### src/gpio_pkg.sv
// package: register map, field positions and reset values of the gpio port block
package gpio_pkg;
  // register byte offsets on the bus
  localparam logic [7:0] OFF_A_DATA = 8'h00;
  localparam logic [7:0] OFF_A_DIR = 8'h04;
  localparam logic [7:0] OFF_B_DATA = 8'h08;
  localparam logic [7:0] OFF_B_DIR = 8'h0c;
  localparam logic [7:0] OFF_C_DATA = 8'h10;
  localparam logic [7:0] OFF_C_DIR = 8'h14;
  localparam logic [7:0] OFF_D_DATA = 8'h18;
  localparam logic [7:0] OFF_D_DIR = 8'h1c;
  localparam logic [7:0] OFF_F_DATA = 8'h20;
  localparam logic [7:0] OFF_F_DIR = 8'h24;
  localparam logic [7:0] OFF_WAKE_SEL = 8'h28;
  localparam logic [7:0] OFF_ANALOG_SEL = 8'h2c;
  localparam logic [7:0] OFF_BITOP = 8'h30;
  localparam logic [7:0] OFF_CTRL = 8'h34;
  localparam logic [7:0] OFF_IRQ_STATUS = 8'h38;
  localparam logic [7:0] OFF_IRQ_MASK = 8'h3c;
  // reset values
  localparam logic [7:0] PORT_RESET = 8'hff;
  localparam logic [7:0] WAKE_RESET = 8'h00;
  localparam logic [15:0] ANALOG_RESET = 16'h0000;
  localparam logic [7:0] STATUS_RESET = 8'h00;
  // bit-op register fields: [2:0] bit, [6:3] register index, [8] set(1)/clear(0)
  localparam int BITOP_BIT_LSB = 0;
  localparam int BITOP_REG_LSB = 3;
  localparam int BITOP_SET_POS = 8;
  // control register: [0] halt request (write 1)
  localparam int CTRL_HALT_POS = 0;
  // status bits: [0] wake, [1] falling edge seen on a selected port a pin
  localparam int ST_WAKE_POS = 0;
  localparam int ST_FALL_POS = 1;
  // ahb htrans nonseq bit
  localparam int HTRANS_NONSEQ_POS = 1;
  // port widths and synchroniser stage count
  localparam int PORT_W = 8;
  localparam int PORTF_W = 3;
  localparam int SYNC_STAGES = 2;
endpackage : gpio_pkg

### src/gpio_sync_if.sv
// interface: raw pin bundle into the synchroniser and clean levels out
`timescale 1ns/100ps
`default_nettype none
interface gpio_sync_if #(parameter int W = 35);
  logic [W-1:0] raw; // straight from the pins
  logic [W-1:0] clean; // after two flops
  modport src (output raw, input clean);
  modport sync (input raw, output clean);
endinterface : gpio_sync_if
`default_nettype wire

### src/gpio_sync.sv
// module: two-stage synchroniser for all pin inputs, one generate per bit
`timescale 1ns/100ps
`default_nettype none
module gpio_sync #(
  parameter int W = 35
) (
  input wire logic clk_i,
  input wire logic rst_i,
  input wire logic ce_i,
  gpio_sync_if.sync s
);
  genvar g;
  // per-bit two flop chain; first flop feeds only the second
  generate
    for (g = 0; g < W; g++) begin : g_bit
      logic meta; // first stage, read by second only
      logic held; // second stage
      always_ff @(posedge clk_i) begin
        if (rst_i) begin
          meta <= 1'b1;
          held <= 1'b1;
        end else if (ce_i) begin
          meta <= s.raw[g];
          held <= meta;
        end
      end
      assign s.clean[g] = held;
    end
  endgenerate
endmodule : gpio_sync
`default_nettype wire

### src/gpio_port_top.sv
// top: gpio ports a,b,c,d,f with wake-up, pwm share, analog share and ahb-lite registers
`timescale 1ns/100ps
`default_nettype none
module gpio_port_top
  import gpio_pkg::*;
#(
  parameter logic [7:0] PULLUP_A = 8'hff, // fixed pull-up option per pin
  parameter logic [7:0] PULLUP_B = 8'hff,
  parameter logic [7:0] PULLUP_C = 8'hff,
  parameter logic [7:0] PULLUP_D = 8'hff,
  parameter logic [2:0] PULLUP_F = 3'h7,
  parameter bit PWM_OPTION = 1'b0 // fixed pwm-on-pin-d0 option
) (
  input wire logic clk_i,
  input wire logic rst_i,
  input wire logic ce_i,
  // ahb-lite slave
  input wire logic hsel_i,
  input wire logic [31:0] haddr_i,
  input wire logic [1:0] htrans_i,
  input wire logic hwrite_i,
  input wire logic [2:0] hsize_i,
  input wire logic [31:0] hwdata_i,
  input wire logic hready_i,
  output logic [31:0] hrdata_o,
  output logic hreadyout_o,
  output logic hresp_o,
  // pins, four signals each: input, output, output enable, pull-up
  input wire logic [7:0] pa_in_i,
  output logic [7:0] port_a_out_o,
  output logic [7:0] port_a_oe_o,
  output logic [7:0] port_a_pu_o,
  input wire logic [7:0] pb_in_i,
  output logic [7:0] port_b_out_o,
  output logic [7:0] port_b_oe_o,
  output logic [7:0] port_b_pu_o,
  input wire logic [7:0] pc_in_i,
  output logic [7:0] port_c_out_o,
  output logic [7:0] port_c_oe_o,
  output logic [7:0] port_c_pu_o,
  input wire logic [7:0] pd_in_i,
  output logic [7:0] port_d_out_o,
  output logic [7:0] port_d_oe_o,
  output logic [7:0] port_d_pu_o,
  input wire logic [2:0] pf_in_i,
  output logic [2:0] port_f_out_o,
  output logic [2:0] port_f_oe_o,
  output logic [2:0] port_f_pu_o,
  // pwm from the pwm generator, same clock
  input wire logic pwm_i,
  // power-down and wake
  output logic power_down_o,
  output logic irq_o
);

  ////////////////////////////////////////////////////////////////////////////
  // storage
  localparam int NREG = 10; // five data, five direction
  logic [7:0] regs [NREG]; // even index data, odd index direction
  logic [7:0] wake_sel; // per-pin wake enable on port a
  logic [15:0] analog_sel; // analog select, b in [7:0], c in [15:8]
  logic [7:0] irq_status; // sticky events
  logic [7:0] irq_mask; // enables
  logic halted; // power-down state

  ////////////////////////////////////////////////////////////////////////////
  // synchroniser
  gpio_sync_if #(.W(35)) sif ();
  assign sif.raw = {pf_in_i, pd_in_i, pc_in_i, pb_in_i, pa_in_i};
  gpio_sync #(.W(35)) u_sync (
    .clk_i(clk_i),
    .rst_i(rst_i),
    .ce_i(ce_i),
    .s(sif.sync)
  );
  logic [7:0] pin_lvl [5]; // clean pin levels per port
  assign pin_lvl = '{sif.clean[7:0], sif.clean[15:8], sif.clean[23:16], sif.clean[31:24],
                     {5'h00, sif.clean[34:32]}};

  ////////////////////////////////////////////////////////////////////////////
  // read value per port: latch for outputs, live pin for inputs
  logic [7:0] port_rd [5];
  logic [7:0] dig_off [5]; // pins taken by analog function
  assign dig_off = '{8'h00, analog_sel[7:0], analog_sel[15:8], 8'h00, 8'h00};
  genvar p;
  generate
    for (p = 0; p < 5; p++) begin : g_rd
      // input pins read live level at the read, output pins read latch
      assign port_rd[p] = ((regs[2*p+1] & pin_lvl[p])
                         | (~regs[2*p+1] & regs[2*p]))
                         & ~dig_off[p];
    end
  endgenerate

  ////////////////////////////////////////////////////////////////////////////
  // ahb address phase capture
  logic dp_valid; // data phase pending
  logic dp_write;
  logic [7:0] dp_addr;
  wire take = hsel_i & hready_i & htrans_i[HTRANS_NONSEQ_POS];
  always_ff @(posedge clk_i) begin
    if (rst_i) begin
      dp_valid <= 1'b0;
      dp_write <= 1'b0;
      dp_addr <= 8'h00;
    end else if (ce_i) begin
      if (hready_i) begin
        dp_valid <= take;
        dp_write <= hwrite_i;
        dp_addr <= haddr_i[7:0];
      end
    end
  end
  wire wr = dp_valid & dp_write;

  ////////////////////////////////////////////////////////////////////////////
  // bit-op decode: single bit set/clear on any port register
  wire [2:0] bo_bit = hwdata_i[BITOP_BIT_LSB +: 3];
  wire [3:0] bo_reg = hwdata_i[BITOP_REG_LSB +: 4];
  wire bo_set = hwdata_i[BITOP_SET_POS];
  wire bo_go = wr & (dp_addr == OFF_BITOP) & (bo_reg < 4'(NREG));
  // read-modify-write: whole port (or direction register) read back, bit changed, full value written
  logic [7:0] bo_old;
  logic [7:0] bo_new;
  always_comb begin
    if (bo_reg[0] == 1'b0) begin
      bo_old = port_rd[bo_reg[3:1]]; // data reg reads the port
    end else begin
      bo_old = regs[bo_reg]; // direction reads itself
    end
    bo_new = bo_old;
    bo_new[bo_bit] = bo_set;
  end

  ////////////////////////////////////////////////////////////////////////////
  // port data/direction registers
  genvar r;
  generate
    for (r = 0; r < NREG; r++) begin : g_reg
      always_ff @(posedge clk_i) begin
        if (rst_i) begin
          regs[r] <= PORT_RESET;
        end else if (ce_i) begin
          if (wr && dp_addr == 8'(4 * r)) begin
            regs[r] <= hwdata_i[7:0]; // a write here or a bit-op below changes it
          end else if (bo_go && bo_reg == 4'(r)) begin
            regs[r] <= bo_new;
          end
        end
      end
    end
  endgenerate

  ////////////////////////////////////////////////////////////////////////////
  // wake select, analog select, mask
  always_ff @(posedge clk_i) begin
    if (rst_i) begin
      wake_sel <= WAKE_RESET;
      analog_sel <= ANALOG_RESET;
      irq_mask <= STATUS_RESET;
    end else if (ce_i && wr) begin
      if (dp_addr == OFF_WAKE_SEL) begin
        wake_sel <= hwdata_i[7:0];
      end
      if (dp_addr == OFF_ANALOG_SEL) begin
        analog_sel <= hwdata_i[15:0];
      end
      if (dp_addr == OFF_IRQ_MASK) begin
        irq_mask <= hwdata_i[7:0];
      end
    end
  end

  ////////////////////////////////////////////////////////////////////////////
  // wake detection on port a falling edges
  logic [7:0] pa_prev; // last clean level, reads clean output only
  always_ff @(posedge clk_i) begin
    if (rst_i) begin
      pa_prev <= PORT_RESET;
    end else if (ce_i) begin
      pa_prev <= pin_lvl[0];
    end
  end
  wire [7:0] pa_fall = pa_prev & ~pin_lvl[0] & wake_sel;
  wire wake_ev = halted & (|pa_fall);

  // halt: software write enters power-down; the core clock gate follows power_down_o
  always_ff @(posedge clk_i) begin
    if (rst_i) begin
      halted <= 1'b0;
    end else if (ce_i) begin
      if (wake_ev) begin
        halted <= 1'b0;
      end else if (wr && dp_addr == OFF_CTRL && hwdata_i[CTRL_HALT_POS]) begin
        halted <= 1'b1;
      end
    end
  end

  // sticky status; a new event wins over a write-one clear
  logic [7:0] ev;
  always_comb begin
    ev = 8'h00;
    ev[ST_WAKE_POS] = wake_ev;
    ev[ST_FALL_POS] = |pa_fall;
  end
  always_ff @(posedge clk_i) begin
    if (rst_i) begin
      irq_status <= STATUS_RESET;
    end else if (ce_i) begin
      if (wr && dp_addr == OFF_IRQ_STATUS) begin
        irq_status <= (irq_status & ~hwdata_i[7:0]) | ev;
      end else begin
        irq_status <= irq_status | ev;
      end
    end
  end

  ////////////////////////////////////////////////////////////////////////////
  // read mux, combinational on the data phase address
  logic [31:0] rd_val;
  always_comb begin
    rd_val = 32'h0000_0000;
    case (dp_addr)
      OFF_A_DATA: rd_val[7:0] = port_rd[0];
      OFF_A_DIR: rd_val[7:0] = regs[1];
      OFF_B_DATA: rd_val[7:0] = port_rd[1];
      OFF_B_DIR: rd_val[7:0] = regs[3];
      OFF_C_DATA: rd_val[7:0] = port_rd[2];
      OFF_C_DIR: rd_val[7:0] = regs[5];
      OFF_D_DATA: rd_val[7:0] = port_rd[3];
      OFF_D_DIR: rd_val[7:0] = regs[7];
      OFF_F_DATA: rd_val[PORTF_W-1:0] = port_rd[4][PORTF_W-1:0]; // three pins only
      OFF_F_DIR: rd_val[PORTF_W-1:0] = regs[9][PORTF_W-1:0]; // upper bits read zero
      OFF_WAKE_SEL: rd_val[7:0] = wake_sel;
      OFF_ANALOG_SEL: rd_val[15:0] = analog_sel;
      OFF_CTRL: rd_val[0] = halted;
      OFF_IRQ_STATUS: rd_val[7:0] = irq_status;
      OFF_IRQ_MASK: rd_val[7:0] = irq_mask;
      default: rd_val = 32'h0000_0000; // unmapped reads zero
    endcase
  end
  // registered read: one wait state so hrdata comes from a flop
  logic rd_wait;
  always_ff @(posedge clk_i) begin
    if (rst_i) begin
      rd_wait <= 1'b0;
      hreadyout_o <= 1'b1;
      hrdata_o <= 32'h0000_0000;
      hresp_o <= 1'b0;
    end else if (ce_i) begin
      hreadyout_o <= 1'b1;
      hresp_o <= 1'b0; // always okay
      rd_wait <= 1'b0;
      if (take && !hwrite_i) begin
        hreadyout_o <= 1'b0; // stall one cycle
        rd_wait <= 1'b1;
      end else if (rd_wait) begin
        hrdata_o <= rd_val; // pins sampled at the read
      end
    end
  end

  ////////////////////////////////////////////////////////////////////////////
  // pin drivers, registered
  logic [7:0] drv_oe [5];
  logic [7:0] drv_out [5];
  logic [7:0] drv_pu [5];
  localparam logic [7:0] PU_OPT [5] = '{PULLUP_A, PULLUP_B, PULLUP_C, PULLUP_D,
                                       {5'h00, PULLUP_F}};
  generate
    for (p = 0; p < 5; p++) begin : g_pin
      always_ff @(posedge clk_i) begin
        if (rst_i) begin
          drv_oe[p] <= 8'h00;
          drv_out[p] <= PORT_RESET;
          drv_pu[p] <= 8'h00;
        end else if (ce_i) begin
          drv_oe[p] <= ~regs[2*p+1] & ~dig_off[p];
          drv_out[p] <= regs[2*p];
          drv_pu[p] <= regs[2*p+1] & PU_OPT[p] & ~dig_off[p];
          if (p == 3 && PWM_OPTION && !regs[7][0]) begin
            drv_out[p][0] <= pwm_i; // option fixed at build
          end
        end
      end
    end
  endgenerate
  assign port_a_out_o = drv_out[0];
  assign port_a_oe_o = drv_oe[0];
  assign port_a_pu_o = drv_pu[0];
  assign port_b_out_o = drv_out[1];
  assign port_b_oe_o = drv_oe[1];
  assign port_b_pu_o = drv_pu[1];
  assign port_c_out_o = drv_out[2];
  assign port_c_oe_o = drv_oe[2];
  assign port_c_pu_o = drv_pu[2];
  assign port_d_out_o = drv_out[3];
  assign port_d_oe_o = drv_oe[3];
  assign port_d_pu_o = drv_pu[3];
  assign port_f_out_o = drv_out[4][2:0];
  assign port_f_oe_o = drv_oe[4][2:0];
  assign port_f_pu_o = drv_pu[4][2:0];

  // power-down flag and interrupt level
  always_ff @(posedge clk_i) begin
    if (rst_i) begin
      power_down_o <= 1'b0;
      irq_o <= 1'b0;
    end else if (ce_i) begin
      power_down_o <= halted;
      irq_o <= |(irq_status & irq_mask);
    end
  end

  ////////////////////////////////////////////////////////////////////////////
  // assertions
  AST_RESET_DIR: assert property (@(posedge clk_i) rst_i |=> regs[1] == 8'hff)
    else $error("direction not all ones after reset");
  AST_OUT_DRV: assert property (@(posedge clk_i) disable iff (rst_i)
    ce_i && !regs[3][0] && !analog_sel[0] |=> port_b_oe_o[0])
    else $error("output pin not driven");
  AST_IN_FLOAT: assert property (@(posedge clk_i) disable iff (rst_i)
    ce_i && regs[1][2] |=> !port_a_oe_o[2])
    else $error("input pin driven");
  AST_RD_LATCH: assert property (@(posedge clk_i) disable iff (rst_i)
    !regs[1][0] |-> port_rd[0][0] == regs[0][0])
    else $error("output read not latch");
  AST_HOLD: assert property (@(posedge clk_i) disable iff (rst_i)
    !(dp_valid && dp_write) |=> $stable(regs[0]))
    else $error("latch changed without write");
  AST_WAKE: assert property (@(posedge clk_i) disable iff (rst_i)
    ce_i && halted && |pa_fall |=> !halted)
    else $error("no wake on selected fall");
  AST_NO_WAKE: assert property (@(posedge clk_i) disable iff (rst_i)
    ce_i && halted && (pa_prev & ~pin_lvl[0] & wake_sel) == 8'h00 |=> halted)
    else $error("woke without selected fall");
  AST_PU_OUT: assert property (@(posedge clk_i) disable iff (rst_i)
    ce_i && !regs[5][1] |=> !port_c_pu_o[1])
    else $error("pull-up on output pin");
  AST_ANALOG: assert property (@(posedge clk_i) disable iff (rst_i)
    ce_i && analog_sel[9] |=> !port_c_oe_o[1] && !port_c_pu_o[1])
    else $error("analog pin still digital");
  AST_PWM: assert property (@(posedge clk_i) disable iff (rst_i)
    ce_i && regs[7][0] |=> !port_d_oe_o[0])
    else $error("pwm pin driven as input");
  AST_HALT: assert property (@(posedge clk_i) disable iff (rst_i)
    ce_i && halted |=> power_down_o)
    else $error("power-down not shown");
endmodule : gpio_port_top
`default_nettype wire

### config.mk
export PLATFORM = sky130hd
export DESIGN_NAME = gpio_port_top
export DESIGN_NICKNAME = d
export VERILOG_FILES = /design/src/gpio_pkg.sv /design/src/gpio_sync_if.sv /design/src/gpio_sync.sv /design/src/gpio_port_top.sv
export SDC_FILE = /design/constraint.sdc
export NUM_CORES = 1
export LEC_CHECK = 0
export BUFFER_PORTS_ARGS = -buffer_cell sky130_fd_sc_hd__buf_4
export CORE_UTILIZATION = 42
export DETAILED_ROUTE_END_ITERATION = 16
export SYNTH_ARGS = -nofsm -noshare
export SYNTH_HDL_FRONTEND = slang
export SYNTH_SLANG_ARGS = --single-unit
### constraint.sdc
create_clock -name clk_i -period 3.45 [get_ports clk_i]
set_input_delay 0.69 -clock clk_i [delete_from_list [all_inputs] [get_ports clk_i]]
set_output_delay 0.69 -clock clk_i [all_outputs]
set_load 0.01 [all_outputs]
Word-level counts from Yosys, hierarchy flattened
Memories as Yosys holds them, arrays and structs flattened.
Index checks and enable logic that the tools add are counted.
Storage, ports and cells
  bits in registers: 149
  bits in latches: 0
  RAM bits: 200
  bits in read-only memories: 0
  word-level logic and storage cells: 379
  memories kept: 4
Memories
  regs: words 10, width 8, rd ports 11, clocked after Yosys merged registers in 0, wr ports 10, RTL line gpio_port_top.sv:59  | logic [7:0] regs [NREG];
  drv_oe: words 5, width 8, rd ports 5, clocked after Yosys merged registers in 0, wr ports 5, RTL line gpio_port_top.sv:266  | logic [7:0] drv_oe [5];
  drv_out: words 5, width 8, rd ports 5, clocked after Yosys merged registers in 0, wr ports 5, RTL line gpio_port_top.sv:267  | logic [7:0] drv_out [5];
  drv_pu: words 5, width 8, rd ports 5, clocked after Yosys merged registers in 0, wr ports 5, RTL line gpio_port_top.sv:268  | logic [7:0] drv_pu [5];
Operators by class
  add/subtract/negate cells: 0
  $mul: 0
  div/mod/pow operators: 0
  magnitude comparators: 4
  equal/unequal tests: 24
  shifts and indexed selects: 0
  multiplexer cells: 146
  bitwise operators: 79
  reduce and logical (&&, ||, !) cells: 38
Operator list (number)
  8-bit 2-to-1 mux: 40
  8-bit bitwise AND: 19
  1-bit 2-to-1 mux: 100
  8-bit inverter: 9
  8-bit by 6-bit == test with 1-bit output, second input constant: 8
  5-bit one-hot mux with 12 select lines: 1
  8-bit OR: 5
  1-bit OR: 35
  8-bit by 5-bit == test with 1-bit output, second input constant: 4
  2-bit one-hot mux with 14 select lines: 1
  1-bit logical AND: 26
  8-bit binary-select mux with 3-bit select: 1
  4-bit by 3-bit == test with 1-bit output, second input constant: 4
  8-bit by 4-bit == test with 1-bit output, second input constant: 2
  8-bit by 2-bit OR with 8-bit output: 2
  8-bit OR reduction: 2
  1-bit one-hot mux with 15 select lines: 1
  2-bit AND reduction: 5
  8-bit by 3-bit bitwise AND with 8-bit output: 1
  8-bit bitwise mux: 1
  4-bit by 2-bit == test with 1-bit output, second input constant: 2
  4-bit == test, second input constant: 2
  8-bit by 3-bit == test with 1-bit output, second input constant: 1
  8-bit logical NOT: 1
  other kinds (13): 18

Depth between registers and ports, before layout
Gate-level depths: netlist of run 1.
An unclocked memory read counts as a cell.
  depth in word-level cells: 11
  depth in mapped cells: 9
  gate-level depth less buffers: 6

Cells and area by module
From an unflattened synthesis of run 1, not the netlist that was laid out.
Second synthesis, totals
  cell total of the unflattened synthesis: 1480
  area, all modules: 15716.3 um^2
Modules (own cells, without submodules)
  gpio_port_top: times used 1, cells each 1212, area an instance 12839.8 um^2, sequential area each 7136.8 um^2
  gpio_sync: times used 1, cells each 268, area an instance 2876.5 um^2, sequential area each 1401.3 um^2

Worst setup path after synthesis of run 1
Ideal clock, no wire load.
  path kind: input -> register
  start: input ce_i
  end: memory drv_oe[0][0] (enable)
  library setup time: 0.419 ns
  arrival: 3.166 ns
  required time: 3.031 ns
  slack: -0.135 ns
  stages on the path: 5
  cells stage by stage: clkbuf_1 clkbuf_1 clkbuf_1 clkbuf_1 or2_2
RTL lines
  start: declaration: RTL line gpio_port_top.sv:16  | input wire logic ce_i,
  end: declaration: RTL line gpio_port_top.sv:266

==> impl_metrics.csv, run 1 <==
group,metric,value,unit
synth,synth_edf_count,185,
pwr,p_leak,6.75,nW
cts,cts_tree,"built",
sta,slew_violations,0,
route,postRouteAntennaNets,0,
cts,hold_buffers,0,
sta,timing.final.ws_setup,0.479,ns
global_route,antenna_found_initial,1,
place,preCtsSetupSlack,0.563,ns
critical_path,r2r_setup_slack,0.48,ns
pwr,clkPwrFrac,43.0,%
pwr,pwr-share-seq,47.0,%
sta,rsz0062_at_grt,"no",
sta,tns,0,ns
place,dp_cells,2059,
sta,layout_worst_path_cycle_share,86.1,%
synth,syn_inst,1433,
synth,yosysTopAreaCell,"edfxtp_1",
global_route,grt_usage,31.0,%
synth,yosysWarnings,0,
pwr,ir_drop,0.000387,V
critical_path,cp.required,3.64,ns
die,dieArea,36900,µm²
route,drt_iter0_markers,1215,
synth,synthTopCellsByArea,"edfxtp_1 (37%), dfxtp_1 (20%), a211o_1 (4.6%), a21oi_1 (4.2%), mux2i_1 (3.8%)",
critical_path,cpPeakStageDelay,0.68,ns
die,die_y,192,µm
die,io_pins,252,
cts,cts_root_buffer,"clkbuf_16",
cts,ctsResizeCount,0,
synth,synth_seq_cells,334,
critical_path,critPathKind,"reg2reg",
synth,ys.flop_type,"edfxtp_1",
sta,slew_headroom,18.3,%
place,gp_congestion,0.988,
cts,post_cts_buffers,0,
global_route,overflow,0,
route,drt-wirelength-per-cell,27.0,µm
global_route,grt_max_degree,156,
critical_path,cp-end-kind,"flop",
route,wl,57400,µm
critical_path,path_delay_family,"simple AND/OR/NAND/NOR gates",
route,vias,12540,
place,port-buffer-count,189,
cts,cts-buffers-inserted,37,
pwr,p_sw,2.23,mW
pwr,power_frac_comb,10.0,%
pwr,intPower,7.13,mW
cells_and_area,fin_nets,1748,
route,dr.pass1.iters,5,
cts,cts_sinks,334,
synth,synth_cell_types,66,
sta,fin_hold_ws,0.365,ns
sta,skew,0.0270,ns
sta,hold_viol,0,
critical_path,path_buf_inv,0,
route,drc_errors,0,
place,post_dp_cell_area,17400,µm²
die,std_cell_rows,69,
cts,clk_latency,0.54,ns
critical_path,worstPathMaxFanout,9,
worst_hold_path,hp-class,"in2reg",
synth,synth_area,15200,µm²
critical_path,crit_path_cell_trace,"or4_1, or3_4, nor2_4, and2_1, nand3_1, nand2_1",
global_route,grt_pass1_vias,11574,
cts,cts.clk_slew.worst_paths,0.06,ns
cells_and_area,stdcell_count,2125,
pwr,switching_share,23.8,%
status,status,"finished, final reports clean",
cells_and_area,fin_area,18600,µm²
synth,yosysTopAreaCellShare,36.6,%
cts,cts_max_path_buffers,3,
die,start_util,42.6,%
sta,fin_crit,2.97,ns
die,coreArea,35600,µm²
critical_path,worstSetupStartpointType,"flop",
cells_and_area,antenna-diode-count,0,
critical_path,crit_slowest_cell,"or4_1",
place,dp_hpwl,40800,µm
sta,fmax,337,MHz
cells_and_area,drive_gt1_share,21.8,%
pwr,power_density,503,nW/µm²
critical_path,critPathArrivalTime,3.16,ns
synth,seq_area_frac_synth,56.3,%
global_route,grt_pass1_wl,81200,µm
synth,syn_avg_cell_area,10.6,µm²
route,vias_per_cell,5.90,
die,fp.dieW,192,µm
cts,cts-htree-levels,2,
synth,async_reset_ff_share,0,%
sta,worst_pin_slew,1.22,ns
cells_and_area,syn2layout_area_growth,22.8,%
sta,setup_viol,0,
run,maxCapViolations,0,
power groups by stage:
stage | clock, mW | combinational [mW] | sequential (mW)
detailed placement | 0 | 0.928 | 4.48
global placement | 0 | 0.929 | 4.47
global route | 4.25 | 0.996 | 4.40
floorplan | 0 | 0.481 | 4.47
CTS | 4.09 | 0.931 | 4.39
finish | 4.02 | 0.940 | 4.39
area by class of cell:
class                      instances  area [µm²]
sequential                       334        8540
timing repair buffer             268        2060
clock buffer                      58        1120
inverter                           5        18.8
multi-input combinational        991        6180
fill                            3271       17000
clock inverter                     8         124
tap                              461         577
routing by layer:
metal | GRT usage (%) | vias up | routed length, µm
met2 | 46.4 | 597 | 25000
met1 | 43.0 | 6175 | 25000
met5 | 0 | - | 0
li1 | - | 5641 | -
met3 | 6.89 | 127 | 4790
met4 | 13.5 | 0 | 2550
worst reg2reg max path: stages (launching register included):
cell     delay [ns]
dfxtp_1        0.38
or4_1          0.68
or3_4          0.50
nor2_4         0.15
and2_1         0.30
nand3_1        0.22
nand2_1        0.39
per-stage QoR:
step / total power, mW / util, %
finish: 9.36 / 52.3
detailed placement: 5.41 / 48.8
global route: 9.65 / 52.3
global placement: 5.40 / 48.8
floorplan: 4.95 / -
CTS: 9.41 / 52.3
kinds of logic after synthesis:
| group | share of synthesized area, % |
|---|---|
| and+or+nand+nor | 18.3 |
| muxes | 5.40 |
| other | 0.0247 |
| AOI/OAI and AO/OA | 16.5 |
| buffers and inverters | 3.52 |
| DFF | 56.3 |
registers in the layout (all words and copies together) (netlist names), 8 cells and up:
register	cells
pa_prev	8
hrdata_o	16
drv_oe	35
wake_sel	8
regs	80
dp_addr	8
u_sync.g_bit.meta	35
drv_out	35
irq_mask	8
irq_status	8
analog_sel	16
u_sync.g_bit.held	35
drv_pu	35
path summary, 6_finish.rpt:
kind | start | endpoint | cells after the start
worst min-delay path | pd_in_i[4] | u_sync.g_bit[28].meta | 2
worst max register to register | dp_addr[0] | regs[1][0] | 6
worst min register to register | u_sync.g_bit[21].meta | u_sync.g_bit[21].held | 1
worst max-delay path | dp_addr[0] | regs[1][0] | 6
cells in the final DEF (no fill, tap or decap), types with 5 or more instances in the layout:
| cell | instances |
|---|---|
| a22oi_1 | 23 |
| nor2b_1 | 80 |
| dfxtp_1 | 149 |
| nor4_1 | 7 |
| buf_4 | 264 |
| clkbuf_1 | 12 |
| and2_1 | 23 |
| nor3b_1 | 22 |
| conb_1 | 17 |
| clkbuf_8 | 7 |
| a211oi_1 | 6 |
| o211ai_1 | 7 |
| nor3_1 | 38 |
| nor2_1 | 132 |
| a21oi_1 | 127 |
| nand2b_1 | 47 |
| nand3b_1 | 9 |
| inv_1 | 5 |
| o21ai_0 | 38 |
| mux2i_1 | 56 |
| mux2_2 | 8 |
| o22a_1 | 27 |
| edfxtp_1 | 185 |
| nand2_1 | 118 |
| o31ai_1 | 5 |
| a211o_1 | 79 |
| o22ai_1 | 10 |
| nand3_1 | 26 |
| mux4_2 | 7 |
| clkbuf_16 | 39 |
synthesized netlist by cell type (3+ instances only):
cell type / count
nand2_1: 118
buf_4: 17
a221oi_1: 3
and3_1: 3
a211oi_1: 6
nor4b_1: 3
o21ai_0: 38
and2_1: 23
o32ai_1: 3
a311o_1: 3
nand3_1: 26
nor3b_1: 22
o31ai_1: 5
or4_1: 3
mux4_2: 7
nor2_1: 132
or3b_2: 4
a22o_1: 4
a31oi_1: 3
nor4_1: 8
buf_1: 6
o22ai_1: 10
nor3_2: 4
o22a_1: 27
edfxtp_1: 185
o2111ai_1: 3
a211o_1: 79
nand3b_1: 9
or2_2: 4
nor3_1: 38
nand2b_1: 48
mux2i_1: 57
buf_2: 4
clkbuf_1: 92
dfxtp_1: 149
nor2b_1: 81
mux2_2: 8
o211ai_1: 7
a22oi_1: 23
a21o_1: 3
inv_1: 5
a21oi_1: 127
a32oi_1: 3
Power figures use the tool's default switching activity.
==> run 2: changes to the inputs <==
--- a/config.mk
+++ b/config.mk
@@ -5,6 +5,7 @@
 export SDC_FILE = /design/constraint.sdc
 export NUM_CORES = 1
 export LEC_CHECK = 0
+export ABC_AREA = 1
 export BUFFER_PORTS_ARGS = -buffer_cell sky130_fd_sc_hd__buf_4
 export CORE_UTILIZATION = 42
 export DETAILED_ROUTE_END_ITERATION = 16
==> impl_metrics.csv, run 2 <==
group,metric,value,unit
cells_and_area,stdcell_count,2550,
route,drt_iter0_markers,1507,
die,std_cell_rows,70,
global_route,grt_usage,30.0,%
sta,slew_headroom,40.2,%
worst_hold_path,hold_path_startpoint,"pa_in_i[3]",
pwr,power_density,485,nW/µm²
sta,setup_viol,0,
synth,synthTopCellsByArea,"edfxtp_1 (36%), dfxtp_1 (19%), nand2_1 (9.7%), nand3_1 (6.1%), inv_1 (5.7%)",
synth,synth_cell_types,38,
place,dp_hpwl,41100,µm
cts,clk_latency,0.55,ns
critical_path,critPathKind,"reg2reg",
place,preCtsSetupSlack,0.755,ns
route,wl,56900,µm
sta,layout_worst_path_cycle_share,72.2,%
synth,yosysWarnings,0,
global_route,grt_max_degree,91,
cells_and_area,final_cell_mix,"nand2_1 (402), inv_1 (235), buf_4 (226), nand3_1 (189), edfxtp_1 (185)",
critical_path,worstPathMaxFanout,14,
route,vias_per_cell,5.43,
cells_and_area,antenna-diode-count,0,
cells_and_area,fin_nets,2164,
critical_path,setup.worst_path.end,"hrdata_o[3]",
pwr,p_leak,7.89,nW
sta,fmax,402,MHz
sta,tns,0,ns
sta,hold_viol,0,
pwr,p_total,9.05,mW
cells_and_area,max_flop_register,"regs",
synth,synth_seq_cells,334,
synth,syn_avg_cell_area,8.32,µm²
cts,cts_tree,"built",
critical_path,r2r_start,"dp_addr[4]",
critical_path,cp-end-kind,"flop",
place,port-buffer-count,189,
pwr,ir_drop,0.000336,V
die,dieArea,37700,µm²
cells_and_area,fillCellCount,3569,
sta,fin_crit,2.49,ns
critical_path,worstSetupStartpointType,"flop",
place,post_dp_cell_area,17500,µm²
synth,seq_area_frac_synth,55.0,%
die,start_util,42.5,%
synth,yosysTopAreaCell,"edfxtp_1",
synth,synthTopCellsByCount,"nand2_1 (402), inv_1 (235), nand3_1 (189), edfxtp_1 (185), nor2_1 (172)",
critical_path,r2r_setup_slack,0.96,ns
sta,worst_pin_slew,0.888,ns
place,dp_cells,2482,
route,dr.pass1.iters,5,
sta,skew,0.0335,ns
route,drc_errors,0,
synth,ys.flop_type,"edfxtp_1",
synth,yosysTopAreaCellShare,35.8,%
die,coreArea,36500,µm²
critical_path,critPathArrivalTime,2.96,ns
place,gp_congestion,0.985,
route,vias,13840,
worst_hold_path,hp-class,"in2reg",
cells_and_area,largest_register_ffs,80,
sta,rsz0062_at_grt,"no",
cts,ctsResizeCount,0,
critical_path,cp.required,3.92,ns
global_route,overflow,0,
cts,cts-buffers-inserted,37,
route,postRouteAntennaNets,0,
global_route,grt_pass1_vias,13004,
global_route,antenna_found_initial,1,
synth,async_reset_ff_share,0,%
cts,cts.clk_slew.worst_paths,0.06,ns
run,maxCapViolations,0,
cells_and_area,drive_gt1_share,17.1,%
die,fp.dieW,194,µm
route,drt-wirelength-per-cell,22.3,µm
cts,post_cts_buffers,0,
synth,synth_area,15500,µm²
sta,timing.final.ws_setup,0.960,ns
cts,cts_sinks,334,
cells_and_area,layout_commonest_cell,"nand2_1",
cells_and_area,syn2layout_area_growth,20.1,%
synth,synth.most_common_cell,"nand2_1",
status,status,"finished, final reports clean",
cts,hold_buffers,0,
critical_path,r2r-end,"hrdata_o[3]",
cts,cts_root_buffer,"clkbuf_16",
critical_path,r2r_cells,9,
global_route,grt_pass1_wl,83200,µm
critical_path,critPathLaunch,"dp_addr[4]",
die,die_y,194,µm
cells_and_area,fin_area,18600,µm²
synth,syn_inst,1866,
synth,synth_edf_count,185,
worst_hold_path,min_path_cells,3,
die,io_pins,252,
cts,cts-htree-levels,2,
sta,slew_violations,0,
cts,cts_max_path_buffers,3,
==> run 2: worst min-delay path by stage <==
| stage | end |
|---|---|
| 5_1_grt | u_sync.g_bit[33].meta |
| 3_5_place_dp | irq_status[6] |
| 6_report | u_sync.g_bit[3].meta |
| 3_3_place_gp | irq_status[2] |
| 4_1_cts | u_sync.g_bit[34].meta |
| 2_1_floorplan | irq_status[2] |
==> run 2: report_power, final <==
group | internal [mW] | leakage (nW) | switching, mW
Combinational | 0.257 | 4.53 | 0.589
Sequential | 4.29 | 2.79 | 0.0462
Clock | 2.26 | 0.565 | 1.60
==> run 2: layer usage <==
layer	GRT usage, %	share of wire (%)	vias to the layer above	wire length [µm]
met5	0	0.019	-	11
met4	14.3	4.8	2	2740
met3	4.92	8.0	139	4570
met2	47.9	45	662	25800
met1	39.8	42	6550	23700
li1	-	-	6487	-
==> run 2: per-stage QoR <==
step	hold WS, ns	util, %
3_3_place_gp	0.440	47.8
5_1_grt	0.391	51.1
4_1_cts	0.376	51.1
2_1_floorplan	0.428	-
3_5_place_dp	0.442	47.8
6_report	0.392	51.1
==> run 2: cell families (layout without fill, tap and decap cells) <==
group | count (synthesis) | in the layout | share of synthesized area (%)
other | 1 | 17 | 0.0242
AOI/OAI and AO/OA | 317 | 317 | 11.1
buffers and inverters | 344 | 544 | 9.12
and+or+nand+nor | 870 | 870 | 24.8
DFF | 334 | 334 | 55.0
==> run 2: layout make-up <==
cell class | instances | area, µm² | area share, %
clock buffer | 54 | 1080 | 5.81
multi-input combinational | 1204 | 5640 | 30.2
tap | 468 | 586 | 3.14
inverter | 246 | 928 | 4.98
sequential | 334 | 8540 | 45.8
clock inverter | 14 | 97.6 | 0.523
timing repair buffer | 230 | 1780 | 9.53
==> run 2: worst max-delay path, stage by stage, from the launching register on <==
cell,delay (ns)
dfxtp_1,0.34
nor2_1,0.12
nand2_1,0.15
inv_1,0.47
nand2_1,0.29
o21ai_0,0.65
nor2_1,0.11
nand3_1,0.13
nand2_1,0.06
a21oi_1,0.11
